## src/design/tpcd_pkg.sv

```systemverilog
package tpcd_pkg;

  // ----------------------------------------------------------------------
  // Setup vector field positions
  // ----------------------------------------------------------------------
  localparam int CFG_W          = 144;
  localparam int BIT_PRIO1_EN   = 89;
  localparam int BIT_PRIO0_EN   = 88;
  localparam int BIT_AUTO_XON   = 81;
  localparam int BIT_PFC_EN     = 80;
  localparam int ADDR_LO        = 32;
  localparam int MAXLEN_LO      = 16;
  localparam int BIT_MAXFR_EN   = 14;
  localparam int BIT_FC_EN      = 5;
  localparam int BIT_JUMBO_EN   = 4;
  localparam int Q0_LO          = 96;
  localparam int Q1_LO          = 128;

  // ----------------------------------------------------------------------
  // Frame sizes and reset values
  // ----------------------------------------------------------------------
  localparam logic [15:0] LEGAL_MAX_LEN = 16'h05EE; // 1518 bytes
  localparam logic [15:0] NO_LIMIT_LEN  = 16'hFFFF;
  localparam logic [47:0] ADDR_RST      = 48'h0000_0000_0000;
  localparam logic [15:0] QUANTA_RST    = 16'h0000;

  // ----------------------------------------------------------------------
  // Carrier types
  // ----------------------------------------------------------------------
  typedef enum logic [1:0] {
    TPCD_KIND_NONE  = 2'b00,
    TPCD_KIND_PAUSE = 2'b01,
    TPCD_KIND_PFC   = 2'b10
  } tpcd_kind_e;

  typedef struct packed {
    tpcd_kind_e  kind;
    logic [1:0]  prio_mask;
    logic [15:0] quanta0;
    logic [15:0] quanta1;
    logic [47:0] src_addr;
  } tpcd_fc_req_s;

endpackage

```

## src/design/tpcd_edge.sv

```systemverilog
`timescale 1ns/10ps
`default_nettype none

// ------------------------------------------------------------------------
// Request edge tracker
// ------------------------------------------------------------------------
module tpcd_edge (
  input  wire logic mclk_in,
  input  wire logic rst_n_in,
  input  wire logic req_in,
  output logic      rise_out,
  output logic      xon_out
);

  logic prev_r;
  logic long_r;

  // Rise pulse, and a fall pulse only after a run longer than one cycle
  assign rise_out = req_in & ~prev_r;
  assign xon_out  = ~req_in & prev_r & long_r;

  // Track the previous level and whether it stood for two cycles
  always_ff @(posedge mclk_in or negedge rst_n_in) begin
    if (!rst_n_in) begin
      prev_r <= 1'b0;
      long_r <= 1'b0;
    end else begin
      prev_r <= req_in;
      long_r <= req_in & prev_r;
    end
  end

endmodule

`default_nettype wire

```

## src/design/tpcd_top.sv

```systemverilog
`timescale 1ns/10ps
`default_nettype none

module tpcd_top #(
  parameter int CFG_W = tpcd_pkg::CFG_W
) (
  input  wire logic               mclk_in,
  input  wire logic               rst_n_in,
  input  wire logic [CFG_W-1:0]   setup_vec_in,
  input  wire logic               prio0_req_valid_in,
  input  wire logic               prio1_req_valid_in,
  input  wire logic               pause_req_in,
  input  wire logic [15:0]        pause_val_in,
  input  wire logic               fc_ack_in,
  input  wire logic [47:0]        rx_fc_dest_in,
  input  wire logic               rx_fc_valid_in,
  input  wire logic [15:0]        tx_frame_len_in,
  output tpcd_pkg::tpcd_fc_req_s  fc_req_out,
  output logic                    fc_req_valid_out,
  output logic [47:0]             src_addr_out,
  output logic [7:0]              first_byte_out,
  output logic                    rx_fc_match_out,
  output logic [15:0]             max_len_out,
  output logic                    len_ok_out
);

  // ----------------------------------------------------------------------
  // Setup field decode
  // ----------------------------------------------------------------------
  // Only named fields are sliced; reserved bits fall away here
  wire logic        prio1_en_w = setup_vec_in[tpcd_pkg::BIT_PRIO1_EN];
  wire logic        prio0_en_w = setup_vec_in[tpcd_pkg::BIT_PRIO0_EN];
  wire logic        auto_xon_w = setup_vec_in[tpcd_pkg::BIT_AUTO_XON];
  wire logic        pfc_en_w   = setup_vec_in[tpcd_pkg::BIT_PFC_EN];
  wire logic        fc_en_w    = setup_vec_in[tpcd_pkg::BIT_FC_EN];
  wire logic        maxfr_w    = setup_vec_in[tpcd_pkg::BIT_MAXFR_EN];
  wire logic        jumbo_w    = setup_vec_in[tpcd_pkg::BIT_JUMBO_EN];
  // Address kept in wire order: bits 7:0 are the first byte out and
  // bit 0, the group flag, is the first bit sent
  wire logic [47:0] addr_w     =
    setup_vec_in[tpcd_pkg::ADDR_LO +: 48];
  wire logic [15:0] maxlen_w   = setup_vec_in[tpcd_pkg::MAXLEN_LO +: 16];
  wire logic [15:0] q0_w       = setup_vec_in[tpcd_pkg::Q0_LO +: 16];
  wire logic [15:0] q1_w       = setup_vec_in[tpcd_pkg::Q1_LO +: 16];

  // ----------------------------------------------------------------------
  // Helpers
  // ----------------------------------------------------------------------
  // Release frames carry zero quanta so the far end resumes at once
  function automatic logic [15:0] quanta_pick(
    input logic        xon,
    input logic [15:0] prog
  );
    return xon ? tpcd_pkg::QUANTA_RST : prog;
  endfunction

  // ----------------------------------------------------------------------
  // Request edge tracking
  // ----------------------------------------------------------------------
  // One tracker per request line; rise and release strobes are each
  // one cycle wide
  logic rise0_w, xon0_w, rise1_w, xon1_w, rise_p_w, xon_p_w;

  // Priority 0 valid
  tpcd_edge u_edge0 (
    .mclk_in  (mclk_in),
    .rst_n_in (rst_n_in),
    .req_in   (prio0_req_valid_in),
    .rise_out (rise0_w),
    .xon_out  (xon0_w)
  );

  // Priority 1 valid
  tpcd_edge u_edge1 (
    .mclk_in  (mclk_in),
    .rst_n_in (rst_n_in),
    .req_in   (prio1_req_valid_in),
    .rise_out (rise1_w),
    .xon_out  (xon1_w)
  );

  // Ordinary pause request
  tpcd_edge u_edge_p (
    .mclk_in  (mclk_in),
    .rst_n_in (rst_n_in),
    .req_in   (pause_req_in),
    .rise_out (rise_p_w),
    .xon_out  (xon_p_w)
  );

  // ----------------------------------------------------------------------
  // Event qualification
  // ----------------------------------------------------------------------
  // Master enable gates every priority source
  wire logic p0_on_w  = pfc_en_w & prio0_en_w;
  wire logic p1_on_w  = pfc_en_w & prio1_en_w;
  wire logic p0_go_w  = p0_on_w & rise0_w;
  wire logic p1_go_w  = p1_on_w & rise1_w;
  wire logic p0_xon_w = p0_on_w & auto_xon_w & xon0_w;
  wire logic p1_xon_w = p1_on_w & auto_xon_w & xon1_w;

  // Ordinary pause follows its own enable, not the master enable;
  // both together are not blocked here, user logic keeps them apart
  wire logic ps_go_w  = fc_en_w & rise_p_w;
  wire logic ps_xon_w = fc_en_w & auto_xon_w & xon_p_w;

  // Any event of either class asks for a load
  wire logic pfc_any_w = p0_go_w | p1_go_w | p0_xon_w | p1_xon_w;
  wire logic ps_any_w  = ps_go_w | ps_xon_w;

  // Priorities firing in one cycle share a single frame
  wire logic [1:0] mask_w = {p1_go_w | p1_xon_w, p0_go_w | p0_xon_w};

  // Quanta per slot: programmed value on assert, zero on release
  wire logic [15:0] q0_sel_w = quanta_pick(p0_xon_w, q0_w);
  wire logic [15:0] q1_sel_w = quanta_pick(p1_xon_w, q1_w);
  wire logic [15:0] qp_sel_w = quanta_pick(ps_xon_w, pause_val_in);

  // Priority frames win over the ordinary pause; a request waiting for
  // acknowledge is held and new events then are dropped, not queued.
  tpcd_pkg::tpcd_fc_req_s req_nxt;
  always_comb begin
    req_nxt           = fc_req_out;
    req_nxt.src_addr  = addr_w;
    if (pfc_any_w) begin
      req_nxt.kind      = tpcd_pkg::TPCD_KIND_PFC;
      req_nxt.prio_mask = mask_w;
      req_nxt.quanta0   = q0_sel_w;
      req_nxt.quanta1   = q1_sel_w;
    end else begin
      req_nxt.kind      = tpcd_pkg::TPCD_KIND_PAUSE;
      req_nxt.prio_mask = 2'b00;
      req_nxt.quanta0   = qp_sel_w;
      req_nxt.quanta1   = tpcd_pkg::QUANTA_RST;
    end
  end

  // A slot is free when nothing waits or the waiting one is taken
  // now, so an ack beside a new event hands over without a gap;
  // the new request then replaces the one just taken
  wire logic slot_free_w = !fc_req_valid_out || fc_ack_in;
  wire logic load_w      = slot_free_w && (pfc_any_w || ps_any_w);

  // ----------------------------------------------------------------------
  // Frame size limit
  // ----------------------------------------------------------------------
  // Jumbo beats max-frame, which beats the legal maximum. A length
  // field below 1518 is used as given; keeping it legal is up to
  // user logic
  wire logic [15:0] max_nxt =
    jumbo_w ? tpcd_pkg::NO_LIMIT_LEN :
    maxfr_w ? maxlen_w :
              tpcd_pkg::LEGAL_MAX_LEN;

  // Length check against the limit that the setup vector selects
  wire logic len_fit_w = (tx_frame_len_in <= max_nxt);

  // ----------------------------------------------------------------------
  // Registers
  // ----------------------------------------------------------------------
  // Request holds until acknowledged; its fields do not move
  // while it waits
  always_ff @(posedge mclk_in or negedge rst_n_in) begin
    if (!rst_n_in) begin
      fc_req_out       <= '0;
      fc_req_valid_out <= 1'b0;
    end else if (load_w) begin
      fc_req_out       <= req_nxt;
      fc_req_valid_out <= 1'b1;
    end else if (fc_ack_in) begin
      fc_req_valid_out <= 1'b0;
    end
  end

  // Pause source address and the byte that leads on the wire
  always_ff @(posedge mclk_in or negedge rst_n_in) begin
    if (!rst_n_in) begin
      src_addr_out   <= tpcd_pkg::ADDR_RST;
      first_byte_out <= 8'h00;
    end else begin
      src_addr_out   <= addr_w;
      first_byte_out <= addr_w[7:0];
    end
  end

  // Limit and length check move together, one cycle behind setup
  always_ff @(posedge mclk_in or negedge rst_n_in) begin
    if (!rst_n_in) begin
      max_len_out <= tpcd_pkg::LEGAL_MAX_LEN;
      len_ok_out  <= 1'b0;
    end else begin
      max_len_out <= max_nxt;
      len_ok_out  <= len_fit_w;
    end
  end

  // Receive match is gated by its qualifier and is low the cycle after it is low
  always_ff @(posedge mclk_in or negedge rst_n_in) begin
    if (!rst_n_in) begin
      rx_fc_match_out <= 1'b0;
    end else begin
      rx_fc_match_out <= rx_fc_valid_in &&
                         (rx_fc_dest_in == addr_w);
    end
  end

endmodule

`default_nettype wire

```

## config.mk

```make
export PLATFORM = sky130hd
export DESIGN_NAME = tpcd_top
export DESIGN_NICKNAME = d
export VERILOG_FILES = /design/src/design/tpcd_pkg.sv /design/src/design/tpcd_edge.sv /design/src/design/tpcd_top.sv
export SDC_FILE = /design/constraint.sdc
export NUM_CORES = 1
export LEC_CHECK = 0
export BUFFER_PORTS_ARGS = -buffer_cell sky130_fd_sc_hd__buf_2
export CORE_AREA = 4 4 149 151
export DETAILED_ROUTE_END_ITERATION = 12
export DIE_AREA = 0 0 153 155
export PLACE_DENSITY = 0.64
export SLEW_MARGIN = 30
export SYNTH_ARGS = -nofsm -noshare
export SYNTH_HDL_FRONTEND = slang
export SYNTH_SLANG_ARGS = --single-unit
```

## constraint.sdc

```tcl
create_clock -name mclk_in -period 5.34 [get_ports mclk_in]
set_input_delay 1.068 -clock mclk_in [delete_from_list [all_inputs] [get_ports mclk_in]]
set_output_delay 1.068 -clock mclk_in [all_outputs]
set_load 0.05 [all_outputs]
```

Yosys cells after proc, flatten, opt, wreduce, memory -nomap -nowiden
Cells that the tools add are included.
Widths: inputs -> output; s select.
- word-level logic and storage cells: 68
- output and inout bits: 159
- bits of input ports: 231
- register bits after elaboration: 165
- reduce and logical (&&, ||, !) cells: 6
- bitwise operators: 35
- magnitude comparators: 1
- multiplexer cells: 8
- eq/ne operators: 1
- operators with widths (cell ; number):
    $mux 16 ; 5
    $eq 48x48->1 ; 1
    $mux 36 ; 1
    $and 1x1->1 ; 23
    $le 16x16->1 ; 1
    $not 1->1 ; 6
    $or 1x1->1 ; 6
    $logic_and 1x1->1 ; 2
    $logic_or 1x1->1 ; 2
    $mux 1 ; 2
    $reduce_bool 2->1 ; 1
    $logic_not 1->1 ; 1

Longest topological paths before layout
Gate-level depths: netlist of run 1.
- depth after elaboration: 9
- gate-level depth with buffers: 10
- gate-level depth less buffers: 9

Modules after synthesis
From an unflattened synthesis of run 1, not the netlist that was laid out.
- cells, all modules: 484
- area total of the unflattened synthesis: 6525.0 µm²
- by module, submodules not included (module ; instances ; area each (µm²) ; sequential area each (µm²) ; cells an instance):
    tpcd_top ; 1 ; 6296.0 ; 3788.6 ; 469
    tpcd_edge ; 3 ; 76.3 ; 50.0 ; 5

Least setup slack after synthesis of run 1
Ideal clock, no wire load.
- path type: in2reg
- from: in prio1_req_valid_in
- to: reg fc_req_out[34] in the netlist's numbering
- data required time: 5.257 ns
- slack: 2.722 ns
- arrival: 2.536 ns
- library setup time: 0.083 ns
- stages: 6
- path buffers: 1
- cells stage by stage: and4b_4 > o211a_4 > o41ai_4 > buf_6 > nand2_1 > o21ai_0
- cells in the longest elaborated chain, start to end: 7
- elaborated cells on any way between the ends: 11
- classes of those cells: bitwise (9); reduce/logical (2)
- RTL lines (item ; RTL line ; source):
    start, declared ; tpcd_top.sv:11 ; input wire logic prio1_req_valid_in,
    $and 1x1->1 / $not 1->1 (equally long branches) ; tpcd_edge.sv:19, tpcd_edge.sv:20 ;
    $and 1x1->1 (on tied branches) ; tpcd_top.sv:98, tpcd_edge.sv:20 ;
    $or 1x1->1 / $and 1x1->1 (equally long branches) ; tpcd_top.sv:108, tpcd_edge.sv:20 ;
    $or 1x1->1 / $and 1x1->1 (equally long branches) ; tpcd_top.sv:108, tpcd_top.sv:100 ;
    $or 1x1->1 (*) ; tpcd_top.sv:108 ; wire logic pfc_any_w = p0_go_w | p1_go_w | p0_xon_w | p1_xon_w;
    $logic_or 1x1->1 (*) ; tpcd_top.sv:142 ; wire logic load_w = slot_free_w && (pfc_any_w || ps_any_w);
    $logic_and 1x1->1 (*) ; tpcd_top.sv:142 ;
    end signal, assigned ; tpcd_top.sv:168 ; fc_req_out <= req_nxt;
    end, declared ; tpcd_top.sv:18 ; output tpcd_pkg::tpcd_fc_req_s fc_req_out,
Mark *: on every way between the ends. The rest lies on a longest branch, timed or not.
A chain may end at the register's enable or synchronous reset.

Worst setup path after layout of run 1
- from: in pause_req_in
- to: reg fc_req_out[82] in the netlist's numbering
- cells in the longest elaborated chain, start to end: 7
- elaborated cells on any way between the ends: 9
- classes of those cells: bitwise (7); reduce/logical (2)
- RTL lines (item ; RTL line ; source):
    start, declared ; tpcd_top.sv:12 ; input wire logic pause_req_in,
    $not 1->1 ; tpcd_edge.sv:20 ; assign xon_out = ~req_in & prev_r & long_r;
    $and 1x1->1 (2 in series) ; tpcd_edge.sv:20 ;
    $and 1x1->1 ; tpcd_top.sv:105 ; wire logic ps_xon_w = fc_en_w & auto_xon_w & xon_p_w;
    $or 1x1->1 (*) ; tpcd_top.sv:109 ; wire logic ps_any_w = ps_go_w | ps_xon_w;
    $logic_or 1x1->1 (*) ; tpcd_top.sv:142 ;
    $logic_and 1x1->1 (*) ; tpcd_top.sv:142 ;
Marks and branches as above.

==> results, run 1 <==
- In this run, post-CTS repair resized a total of 0 instances.
- Summing all flip-flop and latch instances after layout gives around 4000 sq um.
- When the netlist entered floorplanning its net count stood at slightly above 800.
- The number of hold-repair buffers added at the cts stage is 0.
- After detailed routing, the average wire length per cell comes to approximately 17 um.
- The synthesized netlist devotes 11.2% of its cell area to compound gates.
- The floorplan row count is between 50 and 60.
- between 300 and 400 I/O pins were placed.
- The post-route worst hold slack is 0.468 ns.
- The headroom to the max-slew limit is 47.5%.
- The via count of the first global-routing pass is between 5,000 and 6,000.
- The initial antenna violation count is 1.
- The die extent in y is about 160 um.
- For this block, the routed nets add up to between 20 and 25 mm of wire.
- The distinct cell type count of the synthesized netlist is 41.
- The share of async-settable or async-resettable flops after synthesis is 100%.
- The clock drives approximately 160 sinks.
- Along the worst path, the maximum fanout reaches 41.
- The floorplan step defined a die boundary enclosing about 24,000 sq um.
- Summing over every cut layer, the via total after detailed routing is ~5,500.
- The number of standard cells after synthesis is about 580.
- The critical path is of the input port to register type.
- The sequential fraction of the synthesis area is between 60% and 70%.
- The ratio of cells with drive above 1 in the final layout is 42.7%.
- The largest family of logic cells by synthesized area is simple AND/OR/NAND/NOR gates.
- Among all stages on the critical path, the largest delay is contributed by o41a_2.
- The number of clock buffers added by TritonCTS is 17.
- On the final layout, the worst clock skew is between 0.01 and 0.015 ns.
- The clock latency of the later-clocked register in the worst-skew pair is between 0.4 and 0.5 ns.
- The hold violation count in the final report is 0.
- STA classifies the critical path startpoint as an input port.
- Summing the areas of all fa, ha and maj instances in the mapped netlist gives between 3 and 4% of the synthesized area.
- The multiplexer area fraction after synthesis is 0%.
- In this run the remaining antenna-violating nets after routing total 0.
- The clock-pin slew on the worst setup and hold paths is 0.06 ns.
- The core region is 20,800 sq um.
- The vias per cell is about 4.5.
- The number of nets in the finished design is ~1,200.
- Before CTS, the worst setup slack after placement is 1.90 ns.
- Once the floorplan was initialized, standard cells occupied a little under a third of the core.
- The library cell used most frequently in the layout, excluding fill and tap cells, is buf_2.
- At the worst endpoint, the required time is between 5 and 6 ns.
- The worst path uses around 55% of the clock period.
- The worst setup path is captured at a register.
- The synthesized area per cell is approximately 11 sq um.
- In the routed design, unresolved DRC markers number 0.
- In this run the cell area of the synthesized design comes to 6400 sq um.
- On the worst path, the slowest cell contributes a delay of about 0.72 ns.
- The post-CTS repair timing setup buffer count is 0.
- At the worst endpoint, the arrival time is 3.25 ns.
- In this run the horizontal extent of the chip is approximately 150 um.
- The area growth from synthesis to layout is 40.0%.
- The worst-case setup margin in the final layout is ~2.4 ns.
- Before antenna repair, the detailed router went through 4 iterations.
- In the layout the commonest cells are 347 x buf_2, 149 x dfrtp_1, 142 x nand2_1.
- The synthesized-area fraction occupied by and/or/nand/nor cells is approximately 14%.
- At the end of the flow the core is filled with cells to between 40% and 50%.
- The aggregate global routing overflow is 0.
- The final period demand of the worst path is about 2.9 ns.
- The min-delay analysis places its worst path in the category register to register.
- Setup violations remaining at the end of the flow were counted as 0.
- Among all flip-flop cells after synthesis, the most frequent one is dfrtp_1.
- The TritonCTS clock tree is built.
- The first-pass GRT wire length is ~31 mm.
- Adding up every negative setup slack in the final design gives 0 ns.
- The synthesized-area fraction occupied by xor and xnor cells is 5.89%.
- The count of routing violations after the opening detailed-route iteration is approximately 310.
- The final weighted congestion in routability-driven placement is roughly 0.85.
- The max-slew violation count is 0.
- The maximum clock frequency is around 340 MHz.
- The wire-length estimate of the detail-placed layout is 16.0 mm.
- The slew at the pin closest to its max-slew limit is between 0.7 and 0.8 ns.
- The multi-input combinational cell area is roughly 2200 sq um.
- Setup repair after global routing left no endpoint under its margin.
- The Yosys step of the flow raised 0 warnings.
- The flow ran to the end, and the final reports show no timing, DRC or antenna violations.
- The tree is rooted in a clkbuf_16.
- The leakage power is 4.77 nW.
- The tool flagged a number of max-cap violations equal to 0.
- The number of buffers on the longest clock path is 2.
- Port buffering added about 350 buffers.
- The synthesis-stage register bit count is about 160.
- The signal on the critical path passes through buf_2, nand3b_1, inv_1, o41a_2, buf_4, o22a_1.
- Counting flops with a built-in enable in the synthesized netlist gives 0.
- In the global route stage, overall resource usage came out at around 17%.
- The number of fill cells in the layout is a little over 2,000.
- The cell area power density is between 400 and 500 nW/um^2.
- The pin count of the biggest net entering global routing is 74.
- The peak supply drop is 0.187 mV.
- The number of H-tree levels is 4.
-- registers in the layout (all words and copies together), names as in the netlist, 7 cells and up --
name            count
fc_req_out         84
first_byte_out      7
max_len_out        16
src_addr_out       41
-- final timing paths --
kind | start | endpoint | slack [ns] | depth (start not counted)
max in group asynchronous | rst_n_in | u_edge1.prev_r | 3.58 | 2
min in group asynchronous | rst_n_in | fc_req_out[11] | 0.67 | 1
hold reg to reg | fc_req_out[17] | fc_req_out[17] | 0.47 | 2
hold / removal | fc_req_out[17] | fc_req_out[17] | 0.47 | 2
setup reg to reg | u_edge_p.prev_r | fc_req_out[79] | 2.79 | 6
setup / recovery | pause_req_in | fc_req_out[82] | 2.39 | 6
-- cells by family after synthesis --
family,Yosys count
AO/OA/AOI/OAI,108
XOR/XNOR,43
adder cells (fa/ha/maj),16
buffers and inverters,53
flip-flops,157
AND/OR/NAND/NOR,207
-- stage by stage --
| step | cells | total power, mW | area, sq um |
|---|---|---|---|
| 2_1_floorplan | 584 | 2.33 | 6400 |
| 3_3_place_gp | 1184 | 2.69 | 8350 |
| 3_5_place_dp | 1184 | 2.71 | 8370 |
| 4_1_cts | 1215 | 3.94 | 8950 |
| 5_1_grt | 1216 | 4.06 | 8960 |
| 6_report | 1216 | 3.88 | 8960 |
-- synth_stat cells, types with 8 or more instances --
master / n / share of area (%)
ha_1: 16 / 3.1
dfrtp_1: 149 / 58
a21oi_1: 42 / 3.3
nor4_1: 11 / 1.1
xor2_1: 43 / 5.9
nor2_1: 25 / 1.5
clkbuf_1: 14 / 0.82
inv_1: 23 / 1.3
dfstp_2: 8 / 3.3
nand2_1: 142 / 8.3
a22o_1: 17 / 2.3
buf_4: 8 / 0.94
o21ai_0: 25 / 2.0
-- worst max-delay path: cells and delay by family --
family / cells / cell delay, ns
AO/OA/AOI/OAI: 2 / 0.96
buffers and inverters: 3 / 0.70
AND/OR/NAND/NOR: 1 / 0.51
-- final cells by class --
class	count	area share, %
antenna	1	0.0279
clock buffer	17	4.75
clock inverter	14	1.77
inverter	23	0.964
multi-input combinational	374	24.6
sequential	157	44.0
tap	275	3.84
timing repair buffer	355	20.1
-- metal layers --
metal | part of all wire [%] | routed length (um) | vias up | track usage [%]
li1 | - | - | 2630 | -
met1 | 40 | 8240 | 2622 | 20.3
met2 | 52 | 10700 | 194 | 29.5
met3 | 6.1 | 1260 | 14 | 4.62
met4 | 1.2 | 252 | 0 | 4.37
met5 | 0 | 0 | - | 0
-- report_power, final --
part           total (mW)  leakage, nW  internal [mW]  switching (mW)
Sequential           1.45         1.88           1.36          0.0816
Combinational        1.23         2.62          0.285           0.944
Clock                1.21        0.275          0.696           0.513
Power figures use the tool's default switching activity.
==> run 2, diff against run 1 <==
CORE_AREA = 4 4 151 153   (was 4 4 149 151)
DIE_AREA = 0 0 155 157   (was 0 0 153 155)
PLACE_DENSITY = 0.63   (was 0.64)
clock period = 2.9 ns   (was 5.34 ns; I/O delays follow)
==> results, run 2 (same netlist as run 1, synthesis figures left out) <==
- VDD sags by at most between 0.3 and 0.4 mV.
- The max-slew violation count was 0.
- The final HPWL from detailed placement is between 15 and 20 mm.
- The number of hold-repair buffers added at the cts stage is 0.
- Setup slack on the worst reg-to-reg path comes out at just under 0.8 ns.
- The final period demand of the worst path is roughly 2.1 ns.
- The number of H-tree levels is 4.
- The later pin in the worst-skew pair is clocked with a latency of about 0.42 ns.
- The critical path ends at fc_req_out[17].
- TritonCTS built the clock tree.
- The clock-pin slew on the worst setup and hold paths is around 0.07 ns.
- The total I/O pin count is 390.
- The arrival time of the worst setup path is 2.41 ns.
- The final count of negative-setup-slack endpoints is 0.
- The number of fill cells in the layout is around 2,100.
- The run finished with clean final reports.
- The library cells used most frequently in the layout, excluding fill and tap cells, are 347 x buf_2, 149 x dfrtp_1, 142 x nand2_1.
- The final critical path takes up between 70% and 80% of the cycle.
- The post-CTS repair timing setup buffer count is 0.
- The sum of negative setup slack is 0 ns.
- The worst-case setup margin in the final layout is 0.792 ns.
- The detailed router finished its first iteration with 226 violations.
- For this run, the share of the core covered by cells in the final layout is between 40% and 50%.
- The number of buffers on the longest clock path is 2.
- The via count of the first global-routing pass came to 5,700.
- The clock skew is about 0.011 ns.
- The critical path is of the register to register type.
- The total area inside the core boundary comes to 21,600 sq um.
- For this run, the total global-route usage over all layers was measured as between 15 and 20%.
- In this run the static leakage power is just under 5 nW.
- At the end of the flow, the number of nets in the layout was between 1,000 and 1,500.
- The slew at the pin closest to its max-slew limit is 0.770 ns.
- The final weighted congestion in routability-driven placement is 0.827.
- Dividing total power by cell area gives a power density of around 800 nW/um^2.
- Dividing the detail-routed via count by the number of cells gives approximately 4.5.
- For this run, the top clock speed supported by timing is roughly 470 MHz.
- For this design, the sink count on the clock tree is between 150 and 200.
- The count of input and output buffers is between 300 and 400.
- The largest registers in the layout are fc_req_out: 84 flops, src_addr_out: 41 flops, max_len_out: 16 flops.
- Setup repair after global routing left no endpoint under its margin.
- The pre-antenna-repair detailed-routing pass consisted of 4 iterations.
- The worst reg-to-reg path cell count is 6.
- The post-route netlist has roughly 43% of its cells at a drive strength greater than 1.
- For the worst setup path, the data required time is 3.20 ns.
- The number of nets with antenna violations after detailed routing is 0.
- The die covers between 20,000 and 25,000 sq um.
- The reported max-cap violation count is 0.
- STA classifies the critical path startpoint as a register.
- The area growth from synthesis to layout is 41.3%.
- The first global-routing pass estimated around 31 mm of wire.
- The starting density of the core is approximately 30%.
- The buffer cell driving the clock tree root is clkbuf_16.
- The critical path starts at u_edge1.prev_r.
- The register name with the most flops is fc_req_out.
- After clock tree synthesis, the repair step resized 0 gates.
- The hold violation count in the final report came to 0.
- STA classifies the critical path endpoint as a register.
- The flip-flop count of the largest register, all copies and words added is 84.
- The initial antenna violation count is 0.
- The pin count of the biggest net entering global routing is between 80 and 90.
- The library cell used most frequently in the layout, excluding fill and tap cells, is buf_2.
- In this run the worst path has a maximum fanout of 19.
- For this run, design rule violations remaining after detail routing come to 0.
- In this run the tightest slew margin relative to its limit is 48.7%.
- The floorplan step set the die width to ~160 um.
- The post-route worst hold slack is around 0.20 ns.
- The repair_antennas step left the layout with diodes totalling 0.
- The total via count after detailed routing is between 5,000 and 6,000.
- The worst reg2reg path startpoint is u_edge1.prev_r.
- Before CTS, the worst setup slack after placement is approximately 0.47 ns.
- The floorplan step set the die height to around 160 um.
- The aggregate global routing overflow is 0.
- The endpoint of the worst register-to-register path is fc_req_out[17].
- The average wire per standard cell is approximately 17 um.
- The floorplan row count is 54.
- The classification of the worst-slack hold path is input port to asynchronous set/reset pin.
- The total detailed-routing wirelength is approximately 20 mm.
- The number of buffers added by the clock tree synthesis step is 17.
==> run 2: power breakdown <==
group | internal (mW) | switching (mW) | leakage (nW)
registers | 2.51 | 0.154 | 1.88
logic | 0.534 | 1.74 | 2.64
clock network | 1.39 | 0.999 | 0.307
total | 4.44 | 2.89 | 4.82
==> run 2: metal layers <==
| layer | track usage [%] | up-vias | part of all wire [%] |
|---|---|---|---|
| met3 | 4.37 | 19 | 6.2 |
| li1 | - | 2641 | - |
| met1 | 19.8 | 2645 | 41 |
| met2 | 28.3 | 188 | 52 |
| met4 | 4.84 | 0 | 1.5 |
| met5 | 0 | - | 0 |
==> run 2: worst max-delay path, cell delays in order (launching register included) <==
cell     delay [ns]
dfrtp_1        0.39
and4b_4        0.23
o211a_4        0.27
o41a_2         0.67
buf_4          0.28
nand2_1        0.09
nand2_1        0.05
==> run 2: worst min path at each step <==
stage / to / cells after the start
detailed placement: fc_req_out[17] / 2
floorplan: fc_req_out[0] / 0
global placement: fc_req_out[33] / 2
global route: fc_req_out[57] / 1
finish: fc_req_out[56] / 1
CTS: fc_req_out[57] / 1
==> run 2: stage by stage <==
stage	power, mW	cells	area, sq um
detailed placement	5.01	1194	8420
CTS	7.44	1226	9040
global placement	4.98	1194	8420
floorplan	4.29	584	6400
finish	7.33	1226	9040
global route	7.66	1226	9040
==> run 2: area by class of cell <==
class,count,area (sq um),area share [%]
Clock buffer,17,425,4.71
Clock inverter,15,200,2.21
Inverter,23,86.3,0.955
Multi-Input combinational cell,374,2180,24.1
Sequential cell,157,3940,43.6
Tap cell,280,350,3.87
Timing Repair Buffer,360,1860,20.6
==> run 3, diff against run 2 <==
ABC_AREA = 1   (was not set)
CORE_AREA = 4 4 150 152   (was 4 4 151 153)
DIE_AREA = 0 0 154 156   (was 0 0 155 157)
PLACE_DENSITY = 0.67   (was 0.63)
clock period = 2.15 ns   (was 2.9 ns; I/O delays follow)
==> results, run 3 <==
- The share of power burned in registers is roughly 36%.
- The number of buffers on the longest clock path is 2.
- The setup check on the worst reg-to-reg path leaves a slack of between 0.3 and 0.4 ns.
- The later pin in the worst-skew pair is clocked with a latency of roughly 0.4 ns.
- The first global-routing pass estimated 34.3 mm of wire.
- Post-CTS repair changed the size of 0 cells.
- The number of buffers added by the clock tree synthesis step is 17.
- Data on the critical path is required at its endpoint by ~2.4 ns.
- The register with the most flip-flops in the layout has 84 of them.
- The headroom to the max-slew limit is between 50 and 60%.
- The maximum clock frequency is roughly 570 MHz.
- In the layout the commonest cells are 347 x buf_2, 279 x nand2_1, 149 x dfrtp_1.
- The count of routing violations after the opening detailed-route iteration is around 300.
- The aggregate global routing overflow is 0.
- After synthesis, the largest area contributor takes up 53.1% of total cell area.
- Ranked by total cell area, the synthesized netlist is headed by dfrtp_1 53%, nand2_1 15%, inv_1 5.8%.
- Counting flops per register, the top entry is fc_req_out.
- During placement, the flow inserted port buffers numbering ~350.
- The reported max-cap violation count is 0.
- The clock skew is 0.00997 ns.
- The number of H-tree levels is 4.
- Leaving out fill and tap cells, the most frequent cell in the layout is buf_2.
- Summed over all instances, the cell type with the most area after synthesis is dfrtp_1.
- Global routing consumed, over all layers together, roughly 18% of the routing resources.
- The via count of the first global-routing pass is about 6,400.
- The fraction of the mapped netlist area in adder cells is 2.85%.
- In the synthesized netlist, mux cells make up 0% of the area.
- The arrival time of the worst setup path is 2.03 ns.
- The share of async-settable or async-resettable flops after synthesis is between 90% and 100%.
- The initial antenna violation count is 0.
- The worst hold path begins at setup_vec_in[51].
- The final count of negative-setup-slack endpoints is 0.
- Of the available clock period, the critical path in the final layout requires between 80% and 90%.
- After synthesis, the largest family of logic cells by area is simple AND/OR/NAND/NOR gates.
- For this run, the number of Yosys warnings is 0.
- In the routed design, unresolved DRC markers number 0.
- Once the floorplan was initialized, standard cells occupied roughly a third of the core.
- Setup repair after global routing left no endpoint under its margin.
- The largest registers in the layout are fc_req_out: 84 flops, src_addr_out: 41 flops, max_len_out: 16 flops.
- The max-slew violation count is 0.
- Summing the areas of all compound-gate instances in the mapped netlist gives just under 7% of the synthesized area.
- The classification of the worst-slack hold path is input port to register.
- The final weighted congestion in routability-driven placement is 0.868.
- The worst register-to-register path ends at fc_req_out[14].
- IR analysis of the VDD net gives a maximum drop of 0.536 mV.
- The kind of capture point of the worst setup path is a register.
- After detailed routing, the average wire length per cell comes to between 15 and 20 um.
- Counting instances, the worst hold path has a depth of 1.
- The width of the die is between 150 and 200 um.
- After Yosys synthesis, and, or, nand and nor cells account for approximately a quarter of the synthesized area.
- The number of clock sinks seen by CTS is about 160.
- For this block, the via count after detailed routing is ~6,500.
- The synthesized netlist net count is approximately 1,100.
- The floorplan row count is 53.
- Clock tree synthesis selected as its root buffer the cell clkbuf_16.
- The clock network fraction of total power is ~33%.
- In the routed layout, each cell is associated on average with a via count of roughly 4.4.
- The routed design could run at a clock period as short as between 1.5 and 2 ns.
- Detailed placement finished with a half-perimeter wire length of ~17 mm.
- Combinational cells account for slightly above 30% of the total power.
- The core region area is 21,000 sq um.
- In the final timing run, aggregate negative setup slack is 0 ns.
- Yosys mapped a number of flops with a built-in enable equal to 0.
- The met3 wire length is between 1.5 and 2 mm.
- By count the netlist is led by 279 x nand2_1, 149 x dfrtp_1, 108 x inv_1, 75 x nor2_1, 43 x o21ai_0.
- For this design the static power due to leakage is about 5.5 nW.
- The synthesis-stage register bit count is ~160.
- Synthesis produced between 800 and 900 cells.
- The number of nets with antenna violations after detailed routing is 0.
- For this run, the detailed router's first-pass iteration total came to 5.
- The path with the worst hold slack has its endpoint at src_addr_out[19].
- The number of nets in the finished design is ~1,400.
- The uppermost layer routed is met4.
- The flow ran to the end, and the final reports show no timing, DRC or antenna violations.
- Of all nets on the critical path, the largest fanout is 60.
- The switching power as a share of total power is a little under two fifths.
- The pin count of the biggest net entering global routing is between 60 and 70.
- The critical path is of the register to register type.
- For the pin with the worst max-slew slack, the measured transition is between 0.6 and 0.7 ns.
- Dividing total power by cell area gives a power density of 1010 nW/um^2.
- The core occupancy in the finished layout is 46.0%.
- The sum of internal, switching and leakage power is about 9.8 mW.
- The kind of start point of the critical path is a register.
- Among all cell types in the netlist, the one instantiated most often is nand2_1.
- The hold violation count in the final report came to 0.
- For this design the total switching power over the nets is 3.76 mW.
- The synthesized area per cell is 8.48 sq um.
- Wire segments on met2 add up to about 11 mm in the final route.
- The clock-pin slew on the worst setup and hold paths is ~0.07 ns.
- For this run, the leading register cell type out of synthesis is dfrtp_1.
- The sequential fraction of the synthesis area is between 50 and 60%.
- The area growth from synthesis to layout is 37.7%.
- Wires add up to around 22 mm.
- The post-synthesis instance area is 7020 sq um.
- The ratio of cells with drive above 1 in the final layout is 35.0%.
- Internal power comes to roughly 6.0 mW.
- The wire length on met1 is about 9.2 mm.
- The distinct cell type count of the synthesized netlist is 27.
- The worst reg-to-reg path cell count is 7.
- The die area is 24,000 sq um.
- During I/O placement, the number of pins put on the boundary was 390.
- The die extent in y is around 160 um.
- In this run the critical register-to-register path is launched from u_edge0.prev_r.
- The synthesized-area fraction occupied by xor and xnor cells is between 1.5 and 2%.
- The TritonCTS clock tree is built.
run 3: changes by cell type after synthesis, moves of 18 or more:
cell,before,now
a21oi_1,42,14
inv_1,23,108
nand2_1,142,279
nand3_1,4,41
nor2_1,25,75
o21ai_0,25,43
o21ai_1,1,22
xor2_1,43,11
run 3: worst max path at each step:
| stage | from | end | slack [ns] |
|---|---|---|---|
| after floorplan | setup_vec_in[4] | len_ok_out | 0.29 |
| after global placement | setup_vec_in[4] | len_ok_out | 0.18 |
| after detailed placement | setup_vec_in[4] | len_ok_out | 0.15 |
| after CTS | u_edge1.prev_r | fc_req_out[14] | 0.38 |
| after global routing | u_edge1.prev_r | fc_req_out[48] | 0.21 |
| final | u_edge0.prev_r | fc_req_out[14] | 0.39 |
run 3: critical path, stage by stage, from the launching register on:
cell	delay [ns]
dfrtp_1	0.40
nand3_2	0.10
nor2_4	0.04
nor2_4	0.14
nand3_2	0.12
nand2_4	0.10
buf_4	0.52
o21ai_0	0.16
run 3: cell families (layout without fill, tap and decap cells):
group,after synthesis,in the layout
AND/OR/NAND/NOR,408,408
adder cells (fa/ha/maj),16,16
buffers and inverters,144,504
AO/OA/AOI/OAI,89,89
flip-flops,157,157
other,0,1
XOR/XNOR,14,14
run 3: metal layers:
metal	track usage, %	vias up
li1	-	3224
met1	22.6	2997
met2	30.7	227
met3	5.33	16
met4	4.84	0
met5	0	-
run 3: repair_timing:
item,in CTS,in global routing
setup buffers,0,0
hold endpoints to repair,30,0
hold buffers,1,0
run 3: power by group through the flow:
stage	Sequential (mW)	Clock (mW)	Combinational [mW]
3_5_place_dp	3.60	0	3.05
2_1_floorplan	5.05	0	0.659
3_3_place_gp	3.60	0	3.01
4_1_cts	3.56	3.31	3.05
6_report	3.56	3.21	3.01
5_1_grt	3.61	3.44	3.22
run 3: through the flow:
stage | hold slack (ns) | std cells | setup slack, ns | area, sq um
after floorplan | 0.134 | 828 | 0.292 | 7020
after global placement | 0.371 | 1430 | 0.180 | 9040
after detailed placement | 0.372 | 1430 | 0.154 | 9040
after CTS | 0.108 | 1463 | 0.385 | 9670
after global routing | 0.108 | 1463 | 0.207 | 9670
final | 0.138 | 1464 | 0.389 | 9670
run 3: final cells by class:
cell class / count / area, sq um
fill: 2083 / 11300
sequential: 157 / 3940
multi-input combinational: 527 / 2440
timing repair buffer: 363 / 1910
clock buffer: 20 / 437
inverter: 109 / 410
tap: 275 / 344
clock inverter: 12 / 184
antenna: 1 / 2.50
